### config.mk
export PLATFORM = sky130hd
export DESIGN_NAME = rsx_core
export DESIGN_NICKNAME = d
export VERILOG_FILES = /design/src/hw/rsx_pkg.sv /design/src/hw/rsx_sub_borrow.sv /design/src/hw/rsx_core.sv
export VERILOG_INCLUDE_DIRS = /design/src /design/src/hw
export SDC_FILE = /design/constraint.sdc
export NUM_CORES = 1
export LEC_CHECK = 0
export ABC_AREA = 0
export CAP_MARGIN = 20
export CORE_ASPECT_RATIO = 0.7
export CORE_MARGIN = 1
export CORE_UTILIZATION = 45
export CTS_CLUSTER_SIZE = 40
export DETAILED_ROUTE_END_ITERATION = 12
export DONT_BUFFER_PORTS = 1
export PLACE_DENSITY = 0.72
export SETUP_SLACK_MARGIN = 0.3
export SLEW_MARGIN = 40
export SYNTH_ARGS = -nofsm -noshare
export SYNTH_HDL_FRONTEND = slang
export SYNTH_SLANG_ARGS = --single-unit
### constraint.sdc
create_clock -name clk_i -period 2.53 [get_ports clk_i]
set_input_delay 0.1265 -clock clk_i [delete_from_list [all_inputs] [get_ports clk_i]]
set_output_delay 0.1265 -clock clk_i [all_outputs]
set_load 0.01 [all_outputs]
### src/hw/rsx_map.svh
`ifndef RSX_MAP_SVH
`define RSX_MAP_SVH

// ----------------------------------------------------------------
// Constants of the execution block
// ----------------------------------------------------------------
`define RSX_DATA_W       8
`define RSX_PC_W         13
`define RSX_ALL_ONES     8'hFF
`define RSX_ACC_RST      8'h00
`define RSX_FLAG_RST     1'b0
`define RSX_GIE_RST      1'b0
`define RSX_SKIP_CYCLES  2
`define RSX_PLAIN_CYCLES 1

`endif

### src/hw/rsx_pkg.sv
`default_nettype none

package rsx_pkg;

  // ----------------------------------------------------------------
  // Operation codes presented on op_i
  // ----------------------------------------------------------------
  typedef enum logic [4:0] {
    RSX_OP_NONE                       = 5'h00,
    RSX_OP_RETURN_FROM_INTERRUPT      = 5'h01,
    RSX_OP_ROTATE_LEFT                = 5'h02,
    RSX_OP_ROTATE_LEFT_TO_ACC         = 5'h03,
    RSX_OP_ROTATE_LEFT_THROUGH_CARRY  = 5'h04,
    RSX_OP_ROTATE_LEFT_CARRY_TO_ACC   = 5'h05,
    RSX_OP_ROTATE_RIGHT               = 5'h06,
    RSX_OP_ROTATE_RIGHT_TO_ACC        = 5'h07,
    RSX_OP_ROTATE_RIGHT_THROUGH_CARRY = 5'h08,
    RSX_OP_ROTATE_RIGHT_CARRY_TO_ACC  = 5'h09,
    RSX_OP_SUBTRACT_WITH_BORROW       = 5'h0A,
    RSX_OP_SUBTRACT_WITH_BORROW_TO_MEM = 5'h0B,
    RSX_OP_DECREMENT_SKIP_ZERO        = 5'h0C,
    RSX_OP_DECREMENT_SKIP_ZERO_TO_ACC = 5'h0D,
    RSX_OP_SET_BYTE                   = 5'h0E,
    RSX_OP_SET_BIT                    = 5'h0F,
    RSX_OP_INCREMENT_SKIP_ZERO        = 5'h10,
    RSX_OP_INCREMENT_SKIP_ZERO_TO_ACC = 5'h11,
    RSX_OP_SKIP_IF_BIT_SET            = 5'h12
  } rsx_op_e;

  // Sequencer states
  typedef enum logic {
    RSX_ST_EXEC,
    RSX_ST_DUMMY
  } rsx_state_e;

endpackage : rsx_pkg

`default_nettype wire

### src/hw/rsx_sub_borrow.sv
`default_nettype none
`include "rsx_map.svh"

// ------------------------------------------------------------------
// Adder for accumulator plus complemented operand plus carry
// ------------------------------------------------------------------
module rsx_sub_borrow #(
  parameter int W = `RSX_DATA_W
) (
  // Operands
  input  wire logic [W-1:0] acc_i,   // Minuend
  input  wire logic [W-1:0] mem_i,   // Subtrahend
  input  wire logic         cy_i,    // Carry in, one means no borrow
  // Result
  output logic      [W-1:0] sum_o,   // Difference
  output logic              cy_o,    // Carry out, one means no borrow
  output logic              ac_o,    // Carry out of the low nibble
  output logic              ov_o     // Signed overflow
);

  // Refuse widths narrower than one 8-bit byte
  if (W < 8) begin : g_bad_w
    $error("rsx_sub_borrow needs W of at least 8");
  end

  wire logic [W-1:0] inv_w = ~mem_i;                             // One's complement
  wire logic [W:0]   full_w = {1'b0, acc_i} + {1'b0, inv_w} + {{W{1'b0}}, cy_i};
  wire logic [4:0]   nib_w = {1'b0, acc_i[3:0]} + {1'b0, inv_w[3:0]} + {4'h0, cy_i};

  assign sum_o = full_w[W-1:0];
  assign cy_o  = full_w[W];
  assign ac_o  = nib_w[4];
  // Overflow when both addends share a sign the result lacks
  assign ov_o  = (acc_i[W-1] == inv_w[W-1]) && (sum_o[W-1] != acc_i[W-1]);

endmodule : rsx_sub_borrow

`default_nettype wire

### src/hw/rsx_core.sv
`default_nettype none
`include "rsx_map.svh"

module rsx_core #(
  parameter int DW  = `RSX_DATA_W,   // Data width
  parameter int PCW = `RSX_PC_W      // Program counter width
) (
  // Clock and reset
  input  wire logic            clk_i,        // Instruction clock
  input  wire logic            nrst_i,       // Async reset, active low
  // Instruction issue
  input  wire logic            issue_i,      // Instruction valid this cycle
  input  wire logic [4:0]      op_i,         // Operation code
  input  wire logic [2:0]      bit_sel_i,    // Bit index for bit ops
  input  wire logic [DW-1:0]   mem_rdata_i,  // Addressed memory byte
  input  wire logic [PCW-1:0]  stack_top_i,  // Top of hardware stack
  // Flag inputs kept by the surrounding core
  input  wire logic            to_flag_i,    // Timeout flag, passed through
  input  wire logic            pd_flag_i,    // Power-down flag, passed through
  // Memory write back
  output logic                 mem_we_o,     // One-cycle write strobe
  output logic      [DW-1:0]   mem_wdata_o,  // Write data
  // Program flow
  output logic                 pc_load_o,    // One-cycle PC reload strobe
  output logic      [PCW-1:0]  pc_value_o,   // PC reload value
  output logic                 stack_pop_o,  // One-cycle stack pop
  output logic                 discard_o,    // Prefetch discarded, dummy cycle
  output logic                 busy_o,       // Not ready for issue
  // Architectural state
  output logic      [DW-1:0]   acc_o,        // Accumulator
  output logic                 carry_flag_o,
  output logic                 auxiliary_carry_flag_o,
  output logic                 zero_flag_o,
  output logic                 overflow_flag_o,
  output logic                 timeout_flag_o,
  output logic                 power_down_flag_o,
  output logic                 global_interrupt_enable_o
);

  // ----------------------------------------------------------------
  // Elaboration checks
  // ----------------------------------------------------------------
  if (DW != 8) begin : g_bad_dw
    $error("rsx_core supports only an 8-bit datapath");
  end
  if (PCW < 1) begin : g_bad_pcw
    $error("rsx_core needs a nonzero PC width");
  end

  // ----------------------------------------------------------------
  // Decode
  // ----------------------------------------------------------------
  rsx_pkg::rsx_state_e state_q, state_d;

  // Issue only taken while not inserting a dummy cycle
  wire logic go_w = issue_i && (state_q == rsx_pkg::RSX_ST_EXEC);
  wire logic [4:0] op_w = go_w ? op_i : 5'h00;

  wire logic is_return_from_interrupt_w  = op_w == rsx_pkg::RSX_OP_RETURN_FROM_INTERRUPT;
  wire logic is_rl_w    = op_w == rsx_pkg::RSX_OP_ROTATE_LEFT;
  wire logic is_rla_w   = op_w == rsx_pkg::RSX_OP_ROTATE_LEFT_TO_ACC;
  wire logic is_rlc_w   = op_w == rsx_pkg::RSX_OP_ROTATE_LEFT_THROUGH_CARRY;
  wire logic is_rotate_left_carry_to_acc_w  = op_w == rsx_pkg::RSX_OP_ROTATE_LEFT_CARRY_TO_ACC;
  wire logic is_rr_w    = op_w == rsx_pkg::RSX_OP_ROTATE_RIGHT;
  wire logic is_rra_w   = op_w == rsx_pkg::RSX_OP_ROTATE_RIGHT_TO_ACC;
  wire logic is_rrc_w   = op_w == rsx_pkg::RSX_OP_ROTATE_RIGHT_THROUGH_CARRY;
  wire logic is_rotate_right_carry_to_acc_w  = op_w == rsx_pkg::RSX_OP_ROTATE_RIGHT_CARRY_TO_ACC;
  wire logic is_sb_w    = op_w == rsx_pkg::RSX_OP_SUBTRACT_WITH_BORROW;
  wire logic is_sbm_w   = op_w == rsx_pkg::RSX_OP_SUBTRACT_WITH_BORROW_TO_MEM;
  wire logic is_dz_w    = op_w == rsx_pkg::RSX_OP_DECREMENT_SKIP_ZERO;
  wire logic is_dza_w   = op_w == rsx_pkg::RSX_OP_DECREMENT_SKIP_ZERO_TO_ACC;
  wire logic is_setb_w  = op_w == rsx_pkg::RSX_OP_SET_BYTE;
  wire logic is_setbit_w = op_w == rsx_pkg::RSX_OP_SET_BIT;
  wire logic is_iz_w    = op_w == rsx_pkg::RSX_OP_INCREMENT_SKIP_ZERO;
  wire logic is_iza_w   = op_w == rsx_pkg::RSX_OP_INCREMENT_SKIP_ZERO_TO_ACC;
  wire logic is_snz_w   = op_w == rsx_pkg::RSX_OP_SKIP_IF_BIT_SET;

  // ----------------------------------------------------------------
  // Datapath
  // ----------------------------------------------------------------
  wire logic [DW-1:0] m_w = mem_rdata_i;

  // Plain rotates wrap the end bit round
  wire logic [DW-1:0] rol_w  = {m_w[DW-2:0], m_w[DW-1]};
  wire logic [DW-1:0] ror_w  = {m_w[0], m_w[DW-1:1]};
  // Nine-bit rotates take the old carry in
  wire logic [DW-1:0] rolc_w = {m_w[DW-2:0], carry_flag_o};
  wire logic [DW-1:0] rorc_w = {carry_flag_o, m_w[DW-1:1]};

  // Decrement and increment share no adder; both are small
  wire logic [DW-1:0] dec_w = m_w - {{(DW-1){1'b0}}, 1'b1};
  wire logic [DW-1:0] inc_w = m_w + {{(DW-1){1'b0}}, 1'b1};
  wire logic          dec_zero_w = (dec_w == '0);
  wire logic          inc_zero_w = (inc_w == '0);

  // Bit set mask from the bit index
  wire logic [DW-1:0] bit_mask_w = {{(DW-1){1'b0}}, 1'b1} << bit_sel_i;
  wire logic [DW-1:0] setbit_w   = m_w | bit_mask_w;
  wire logic          bit_one_w  = |(m_w & bit_mask_w);

  // Subtract with borrow result and flags
  logic [DW-1:0] sb_sum_w;
  logic          sb_cy_w;
  logic          sb_ac_w;
  logic          sb_ov_w;

  rsx_sub_borrow #(
    .W      (DW)
  ) u_sub (
    .acc_i  (acc_o),
    .mem_i  (m_w),
    .cy_i   (carry_flag_o),
    .sum_o  (sb_sum_w),
    .cy_o   (sb_cy_w),
    .ac_o   (sb_ac_w),
    .ov_o   (sb_ov_w)
  );

  // ----------------------------------------------------------------
  // Destination selects
  // ----------------------------------------------------------------
  // Memory is written only by the memory-destination forms
  wire logic mem_we_w = is_rl_w | is_rlc_w | is_rr_w | is_rrc_w | is_sbm_w
                      | is_dz_w | is_iz_w | is_setb_w | is_setbit_w;

  wire logic [DW-1:0] mem_wd_w =
      is_rl_w     ? rol_w    :
      is_rlc_w    ? rolc_w   :
      is_rr_w     ? ror_w    :
      is_rrc_w    ? rorc_w   :
      is_sbm_w    ? sb_sum_w :
      is_dz_w     ? dec_w    :
      is_iz_w     ? inc_w    :
      is_setb_w   ? `RSX_ALL_ONES :
      is_setbit_w ? setbit_w : mem_wdata_o;

  // Accumulator forms never touch memory
  wire logic acc_we_w = is_rla_w | is_rotate_left_carry_to_acc_w | is_rra_w | is_rotate_right_carry_to_acc_w | is_sb_w
                      | is_dza_w | is_iza_w;

  wire logic [DW-1:0] acc_wd_w =
      is_rla_w  ? rol_w    :
      is_rotate_left_carry_to_acc_w ? rolc_w   :
      is_rra_w  ? ror_w    :
      is_rotate_right_carry_to_acc_w ? rorc_w   :
      is_sb_w   ? sb_sum_w :
      is_dza_w  ? dec_w    :
      is_iza_w  ? inc_w    : acc_o;

  // Carry from the bit shifted out, or from the subtractor
  wire logic rot_left_c_w  = is_rlc_w | is_rotate_left_carry_to_acc_w;
  wire logic rot_right_c_w = is_rrc_w | is_rotate_right_carry_to_acc_w;
  wire logic sub_any_w     = is_sb_w | is_sbm_w;

  wire logic carry_d_w =
      rot_left_c_w  ? m_w[DW-1] :
      rot_right_c_w ? m_w[0]    :
      sub_any_w     ? sb_cy_w   : carry_flag_o;

  // Only subtract moves the other arithmetic flags
  wire logic ac_d_w = sub_any_w ? sb_ac_w : auxiliary_carry_flag_o;
  wire logic ov_d_w = sub_any_w ? sb_ov_w : overflow_flag_o;
  wire logic z_d_w  = sub_any_w ? (sb_sum_w == '0) : zero_flag_o;

  // Skip conditions
  wire logic skip_w = ((is_dz_w | is_dza_w) & dec_zero_w)
                    | ((is_iz_w | is_iza_w) & inc_zero_w)
                    | (is_snz_w & bit_one_w);

  // ----------------------------------------------------------------
  // Sequencer: one execute cycle, plus a dummy cycle on a skip
  // ----------------------------------------------------------------
  always_comb begin
    state_d = state_q;
    unique case (state_q)
      rsx_pkg::RSX_ST_EXEC: begin
        if (skip_w) begin
          state_d = rsx_pkg::RSX_ST_DUMMY;
        end
      end
      rsx_pkg::RSX_ST_DUMMY: begin
        state_d = rsx_pkg::RSX_ST_EXEC;
      end
    endcase
  end

  // State register
  always_ff @(posedge clk_i or negedge nrst_i) begin
    if (!nrst_i) begin
      state_q <= rsx_pkg::RSX_ST_EXEC;
    end else begin
      state_q <= state_d;
    end
  end

  // ----------------------------------------------------------------
  // Architectural registers
  // ----------------------------------------------------------------
  // Accumulator and arithmetic flags
  always_ff @(posedge clk_i or negedge nrst_i) begin
    if (!nrst_i) begin
      acc_o                  <= `RSX_ACC_RST;
      carry_flag_o           <= `RSX_FLAG_RST;
      auxiliary_carry_flag_o <= `RSX_FLAG_RST;
      zero_flag_o            <= `RSX_FLAG_RST;
      overflow_flag_o        <= `RSX_FLAG_RST;
    end else begin
      if (acc_we_w) begin
        acc_o <= acc_wd_w;
      end
      carry_flag_o           <= carry_d_w;
      auxiliary_carry_flag_o <= ac_d_w;
      zero_flag_o            <= z_d_w;
      overflow_flag_o        <= ov_d_w;
    end
  end

  // Timeout and power-down are owned outside; mirrored registered, never changed here
  always_ff @(posedge clk_i or negedge nrst_i) begin
    if (!nrst_i) begin
      timeout_flag_o    <= `RSX_FLAG_RST;
      power_down_flag_o <= `RSX_FLAG_RST;
    end else begin
      timeout_flag_o    <= to_flag_i;
      power_down_flag_o <= pd_flag_i;
    end
  end

  // Global interrupt enable, set by interrupt return
  always_ff @(posedge clk_i or negedge nrst_i) begin
    if (!nrst_i) begin
      global_interrupt_enable_o <= `RSX_GIE_RST;
    end else if (is_return_from_interrupt_w) begin
      global_interrupt_enable_o <= 1'b1;
    end
  end

  // ----------------------------------------------------------------
  // Strobes and write data
  // ----------------------------------------------------------------
  // Memory write strobe and data, one cycle after issue
  always_ff @(posedge clk_i or negedge nrst_i) begin
    if (!nrst_i) begin
      mem_we_o    <= 1'b0;
      mem_wdata_o <= '0;
    end else begin
      mem_we_o    <= mem_we_w;
      mem_wdata_o <= mem_wd_w;
    end
  end

  // PC reload from stack top on interrupt return
  always_ff @(posedge clk_i or negedge nrst_i) begin
    if (!nrst_i) begin
      pc_load_o   <= 1'b0;
      stack_pop_o <= 1'b0;
      pc_value_o  <= '0;
    end else begin
      pc_load_o   <= is_return_from_interrupt_w;
      stack_pop_o <= is_return_from_interrupt_w;
      if (is_return_from_interrupt_w) begin
        pc_value_o <= stack_top_i;
      end
    end
  end

  // Discard flag marks the dummy cycle; busy blocks issue during it
  always_ff @(posedge clk_i or negedge nrst_i) begin
    if (!nrst_i) begin
      discard_o <= 1'b0;
      busy_o    <= 1'b0;
    end else begin
      discard_o <= (state_d == rsx_pkg::RSX_ST_DUMMY);
      busy_o    <= (state_d == rsx_pkg::RSX_ST_DUMMY);
    end
  end

endmodule : rsx_core

`default_nettype wire

; ---- Word level (Yosys, flattened, before mapping)
; Cells that the tools add are included.
[op_classes]
addsub = 6
eq_ne = 20
shift = 1
n_mux = 22
bitwise = 28
reduce_logical = 10
[ops]
columns = op, n
row1 = 2-to-1 mux 8 bit, 16
row2 = equality test 5 x 4 -> 1 bit (second input constant), 8
row3 = logical NOT 8 bit, 3
row4 = bitwise OR 1 bit, 21
row5 = equality test 5 x 3 -> 1 bit (second input constant), 4
row6 = equality test 5 bit (second input constant), 3
row7 = equality test 5 x 2 -> 1 bit (second input constant), 2
row8 = adder 8 x 8 -> 9 bit, 1
row9 = adder 9 x 1 -> 9 bit, 1
row10 = nonzero test 9 bit, 1
row11 = adder 8 x 1 -> 8 bit (second input constant), 1
row12 = bitwise AND 8 bit, 1
row13 = NOT 8 bit, 1
row14 = bitwise OR 8 bit, 1
row15 = OR reduction 8 bit, 1
row16 = << shifter 1 x 3 -> 8 bit (first input constant), 1
row17 = subtractor 8 x 1 -> 8 bit (second input constant), 1
row18 = nonzero test 7 bit, 1
row19 = adder 4 x 4 -> 5 bit, 1
row20 = adder 5 x 1 -> 5 bit, 1
row21 = equality test 5 x 1 -> 1 bit (second input constant), 1
row22 = 2-to-1 mux 5 bit, 1
row23 = 2-to-1 mux 1 bit, 4
row24 = bitwise AND 1 bit, 3
row25 = 7 further kinds, 8
[totals]
reg_bits = 39
input_bits = 34
output_inout_bits = 41

; ---- Depth between registers and ports, before layout
[logic_depth]
word_depth = 13
ltp_mapped = 10

; ---- Modules after synthesis
; Synthesis repeated with hierarchy kept, for this count alone.
[unflattened]
cells_unflattened = 506
hier_area_um2 = 3717.3
[by_module_without_submodules]
columns = module, n_inst, cells_per_inst, area_per_inst_um2, seq_area_each_um2
row1 = rsx_core, 1, 450, 3313.2, 975.9
row2 = rsx_sub_borrow, 1, 56, 404.1, 0.0

; ---- Least setup slack after synthesis
; No wires, ideal clock.
[synth_path]
kind = input-to-reg
startpoint = in mem_rdata_i[0]
endpoint = reg mem_wdata_o[6]
arrival_time_ns = 2.469
t_required_ns = 2.426
path_slack_ns = -0.043
stages = 10
path_buffers = 1
path_cell_list = clkbuf_1 > inv_1 > fa_1 > fa_1 > a211o_1 > o211ai_1 > a21oi_1 > a211oi_1 > o22ai_1 > a221oi_1
[synth_between]
elab_chain_cells = 8
elab_cells_between_ends = 12
[synth_lines]
columns = item, line_no
row1 = from (decl), rsx_core.sv:15  ; input wire logic [DW-1:0] mem_rdata_i,
row2 = NOT 8 bit / adder 8 x 1 -> 8 bit (equally long branches), "rsx_sub_borrow.sv:26, rsx_core.sv:92"
row3 = adder 8 x 8 -> 9 bit / 2-to-1 mux 8 bit (equally long branches), "rsx_sub_borrow.sv:27, rsx_core.sv:133"
row4 = adder 9 x 1 -> 9 bit / 2-to-1 mux 8 bit (equally long branches), "rsx_sub_borrow.sv:27, rsx_core.sv:132"
row5 = 2-to-1 mux 8 bit *, rsx_core.sv:131  ; is_sbm_w ? sb_sum_w :
row6 = 2-to-1 mux 8 bit *, rsx_core.sv:130  ; is_rrc_w ? rorc_w :
row7 = 2-to-1 mux 8 bit *, rsx_core.sv:129  ; is_rr_w ? ror_w :
row8 = 2-to-1 mux 8 bit *, rsx_core.sv:128  ; is_rlc_w ? rolc_w :
row9 = 2-to-1 mux 8 bit *, rsx_core.sv:127  ; is_rl_w ? rol_w :
row10 = to (signal assigned), rsx_core.sv:248  ; mem_wdata_o <= mem_wd_w;
row11 = to (decl), rsx_core.sv:22  ; output logic [DW-1:0] mem_wdata_o,
; Mark *: on every way between the ends. The rest lies on a longest branch, timed or not.
; A chain may end at the register's enable or synchronous reset.

; ---- Final worst setup path
[layout_path]
startpoint = reg acc_o[0]
endpoint = reg zero_flag_o
[layout_between]
elab_chain_cells = 3
[layout_lines]
columns = item, line_no
row1 = from (decl), rsx_core.sv:30  ; output logic [DW-1:0] acc_o,
row2 = from (signal assigned), rsx_core.sv:202  ; acc_o <= `RSX_ACC_RST;
row3 = from (signal assigned), rsx_core.sv:209  ; acc_o <= acc_wd_w;
row4 = adder 8 x 8 -> 9 bit, rsx_sub_borrow.sv:27  ; wire logic [W:0] full_w = {1'b0, acc_i} + {1'b0, inv_w} + {{W{1'b0}}, cy_i};
row5 = adder 9 x 1 -> 9 bit, rsx_sub_borrow.sv:27
row6 = logical NOT 8 bit, rsx_core.sv:163  ; wire logic z_d_w = sub_any_w ? (sb_sum_w == '0) : zero_flag_o;
row7 = to (signal assigned), rsx_core.sv:205  ; zero_flag_o <= `RSX_FLAG_RST;
row8 = to (signal assigned), rsx_core.sv:213  ; zero_flag_o <= z_d_w;
row9 = to (decl), rsx_core.sv:33  ; output logic zero_flag_o,
; Every way passes these cells.

==> out/qor.csv <==
metric,value,unit
outcome,"complete, no violations",
min_period,2470,ps
fin_area,0.00426,sq mm
die_area,0.00831,sq mm
grt_pass1_vias,3613,
detailed_place_hpwl,10000,um
die_y,76.6,um
fillerInstances,678,
timing.hold.worst.start,stack_top_i[11],
numPortBuffers,0,
detail-route-antenna-nets,0,
ys_ff_latch,39,
power.switching,0.00102,W
cts_tree,done,
crit_type,flop to flop,
start_util,0.478,
drt_pass1_iterations,5,
reg2reg_depth,9,
start_kind,flop,
rows,26,
antenna_found_initial,1,
tightestPinTransition,807,ps
track_usage,0.338,
hold_viol,0,
p_comb_frac,0.391,
cts_buffer_depth,2,
synth-warning-count,0,
startpoint,acc_o[0]$_DFFE_PN0P_,
nets,515,
hold_path.class,primary input to flop,
drive_above_1_share,0.196,
skew,11.3,ps
numCtsBuffers,5,
htreeDepth,2,
die_w,109,um
clkSlewWorstSetupHoldPaths,70,ps
endpoint,zero_flag_o$_DFFE_PN0P_,
slew_violations,0,
async_reset_ff_frac,1.00,
slew_headroom,0.461,
syn_area,0.00357,sq mm
seq_area_frac_synth,0.273,
area_delta_synth_final,19.3,%
placed_cells,532,
wl_per_cell,24.7,um
min_period_over_period,0.978,
pin_count,75,
grt_max_degree,40,
routed_via_density,7.01,
max_freq,0.404,GHz
drc,0,
setup_viol,0,
clock_latency,290,ps
cts_root_buf,clkbuf_16,
diodes,0,
crit_required,2710,ps
endpoint_kind,flop,
rsz0062_at_grt,yes,
wirelength,14000,um
stdcell_count,568,
final_cell_mix,"dfrtp_1, nand2_1, nor2_1, a21oi_1, buf_4",
core_area,0.00748,sq mm
switching_share,0.368,
critical_path_arrival,2650,ps
synth_fp_nets,492,
syn_avg_cell_area,8.01,sq um
p_int,0.00176,W
total_power,0.00278,W
vias,3982,
gp_congestion,0.971,
reg2reg_to,zero_flag_o$_DFFE_PN0P_,
synth_ff_type,dfrtp_1,
seq_power_share,0.335,
grt_pass1_wl,21000,um
path_max_fanout,3,
r2r_start,acc_o[0]$_DFFE_PN0P_,
max_cap_viol_count,0,
cts.sink_count,39,
clkPwrFrac,0.275,
syn_inst,446,
r2r_slack,60,ps
synth_cell_type_count,72,
synth-edff-count,0,
overflow,0,
drt-initial-drc-count,551,
ir_drop,0.445,mV
mostFrequentLayoutCell,dfrtp_1,
p_leak,1.71,nW
dpl_cell_area,0.00370,sq mm
power.density,652,mW/mm^2
synthesized netlist by cell type, types with 7 or more instances:
master	count	area, sq um
o21ai_0	27	135
nor3_1	18	90.1
a21oi_1	33	165
mux2_2	14	158
ha_1	10	125
nor2_1	36	135
dfrtp_1	39	976
xnor2_1	16	140
a211oi_1	8	60.1
nand2_1	36	135
clkbuf_1	20	75.1
inv_1	13	48.8
nand2b_1	11	68.8
o31ai_1	8	60.1
o22ai_1	9	56.3
o211ai_1	7	52.6
nand3_1	14	70.1
nor2b_1	8	50.1
a22oi_1	8	60.1
worst max-delay path: stages (launching register included):
cell and delay [ps]:
dfrtp_1 400, fa_2 400, fa_2 350, a211o_1 280, o211ai_1 160, a21oi_2 130, a211oi_4 280, buf_4 160
nor2_2 30, a22o_1 180
per-layer routing:
layer,track usage,part of all wire
met1,0.499,0.40
met2,0.458,0.41
met3,0.115,0.16
met4,0.0932,0.026
met5,0,0
flip-flops by register name, indices dropped and copies added, names as in the netlist:
signal                     count
overflow_flag_o                1
timeout_flag_o                 1
acc_o                          8
pc_value_o                    13
carry_flag_o                   1
global_interrupt_enable_o      1
auxiliary_carry_flag_o         1
busy_o                         1
power_down_flag_o              1
stack_pop_o                    1
mem_wdata_o                    8
mem_we_o                       1
zero_flag_o                    1
power groups by stage:
| stage | Sequential [W] | Clock, W | Combinational [W] |
|---|---|---|---|
| 6_report | 0.000931 | 0.000764 | 0.00109 |
| 5_1_grt | 0.000945 | 0.000791 | 0.00115 |
| 4_1_cts | 0.000928 | 0.000765 | 0.000900 |
| 3_5_place_dp | 0.000938 | 0 | 0.000800 |
| 3_3_place_gp | 0.000935 | 0 | 0.000785 |
| 2_1_floorplan | 0.000906 | 0 | 0.000629 |
metrics by stage:
stage / hold WS, ps / util / setup WS [ps] / TNS (ps)
2_1_floorplan: -169 / - / 237 / 0
3_3_place_gp: -168 / 0.495 / 191 / 0
3_5_place_dp: -168 / 0.495 / 81.6 / 0
4_1_cts: 0.0806 / 0.549 / 136 / 0
5_1_grt: 3.71 / 0.570 / -11.2 / -17.5
6_report: 0.434 / 0.570 / 55.4 / 0
timing repair:
action | CTS | global route
hold endpoints to repair | 54 | 1
hold buffers | 17 | 1
pin swaps | 2 | 12
gates resized for setup | 5 | 22
setup buffers | 4 | 6
setup endpoints to repair | 5 | 13
logic make-up after synthesis:
logic type	share of synthesized area
compound gates	0.295
xor+xnor	0.0417
fa+ha+maj	0.0462
buf+inv	0.0595
flops	0.273
mux	0.0469
simple gates	0.237
final cells by class:
| class | instances | area [sq um] | share of cell area |
|---|---|---|---|
| inverters | 14 | 52.6 | 0.0123 |
| well taps | 98 | 123 | 0.0288 |
| flip-flops and latches | 39 | 977 | 0.229 |
| multi-input cells | 360 | 2510 | 0.590 |
| clock buffers | 6 | 139 | 0.0326 |
| repair buffers | 49 | 423 | 0.0992 |
| clock inverters | 2 | 35.0 | 0.00822 |
worst min path at each step:
stage / slack (ps) / endpoint / cells after the start
global route: 4 / acc_o[2]$_DFFE_PN0P_ / 1
finish: 0.4 / pc_value_o[11]$_DFFE_PN0P_ / 1
CTS: 0.08 / pc_value_o[1]$_DFFE_PN0P_ / 1
global placement: -170 / mem_wdata_o[2]$_DFFE_PN0P_ / 0
floorplan: -170 / acc_o[0]$_DFFE_PN0P_ / 0
detailed placement: -170 / mem_wdata_o[2]$_DFFE_PN0P_ / 0
Note: power is estimated with default switching activity, not from simulation.
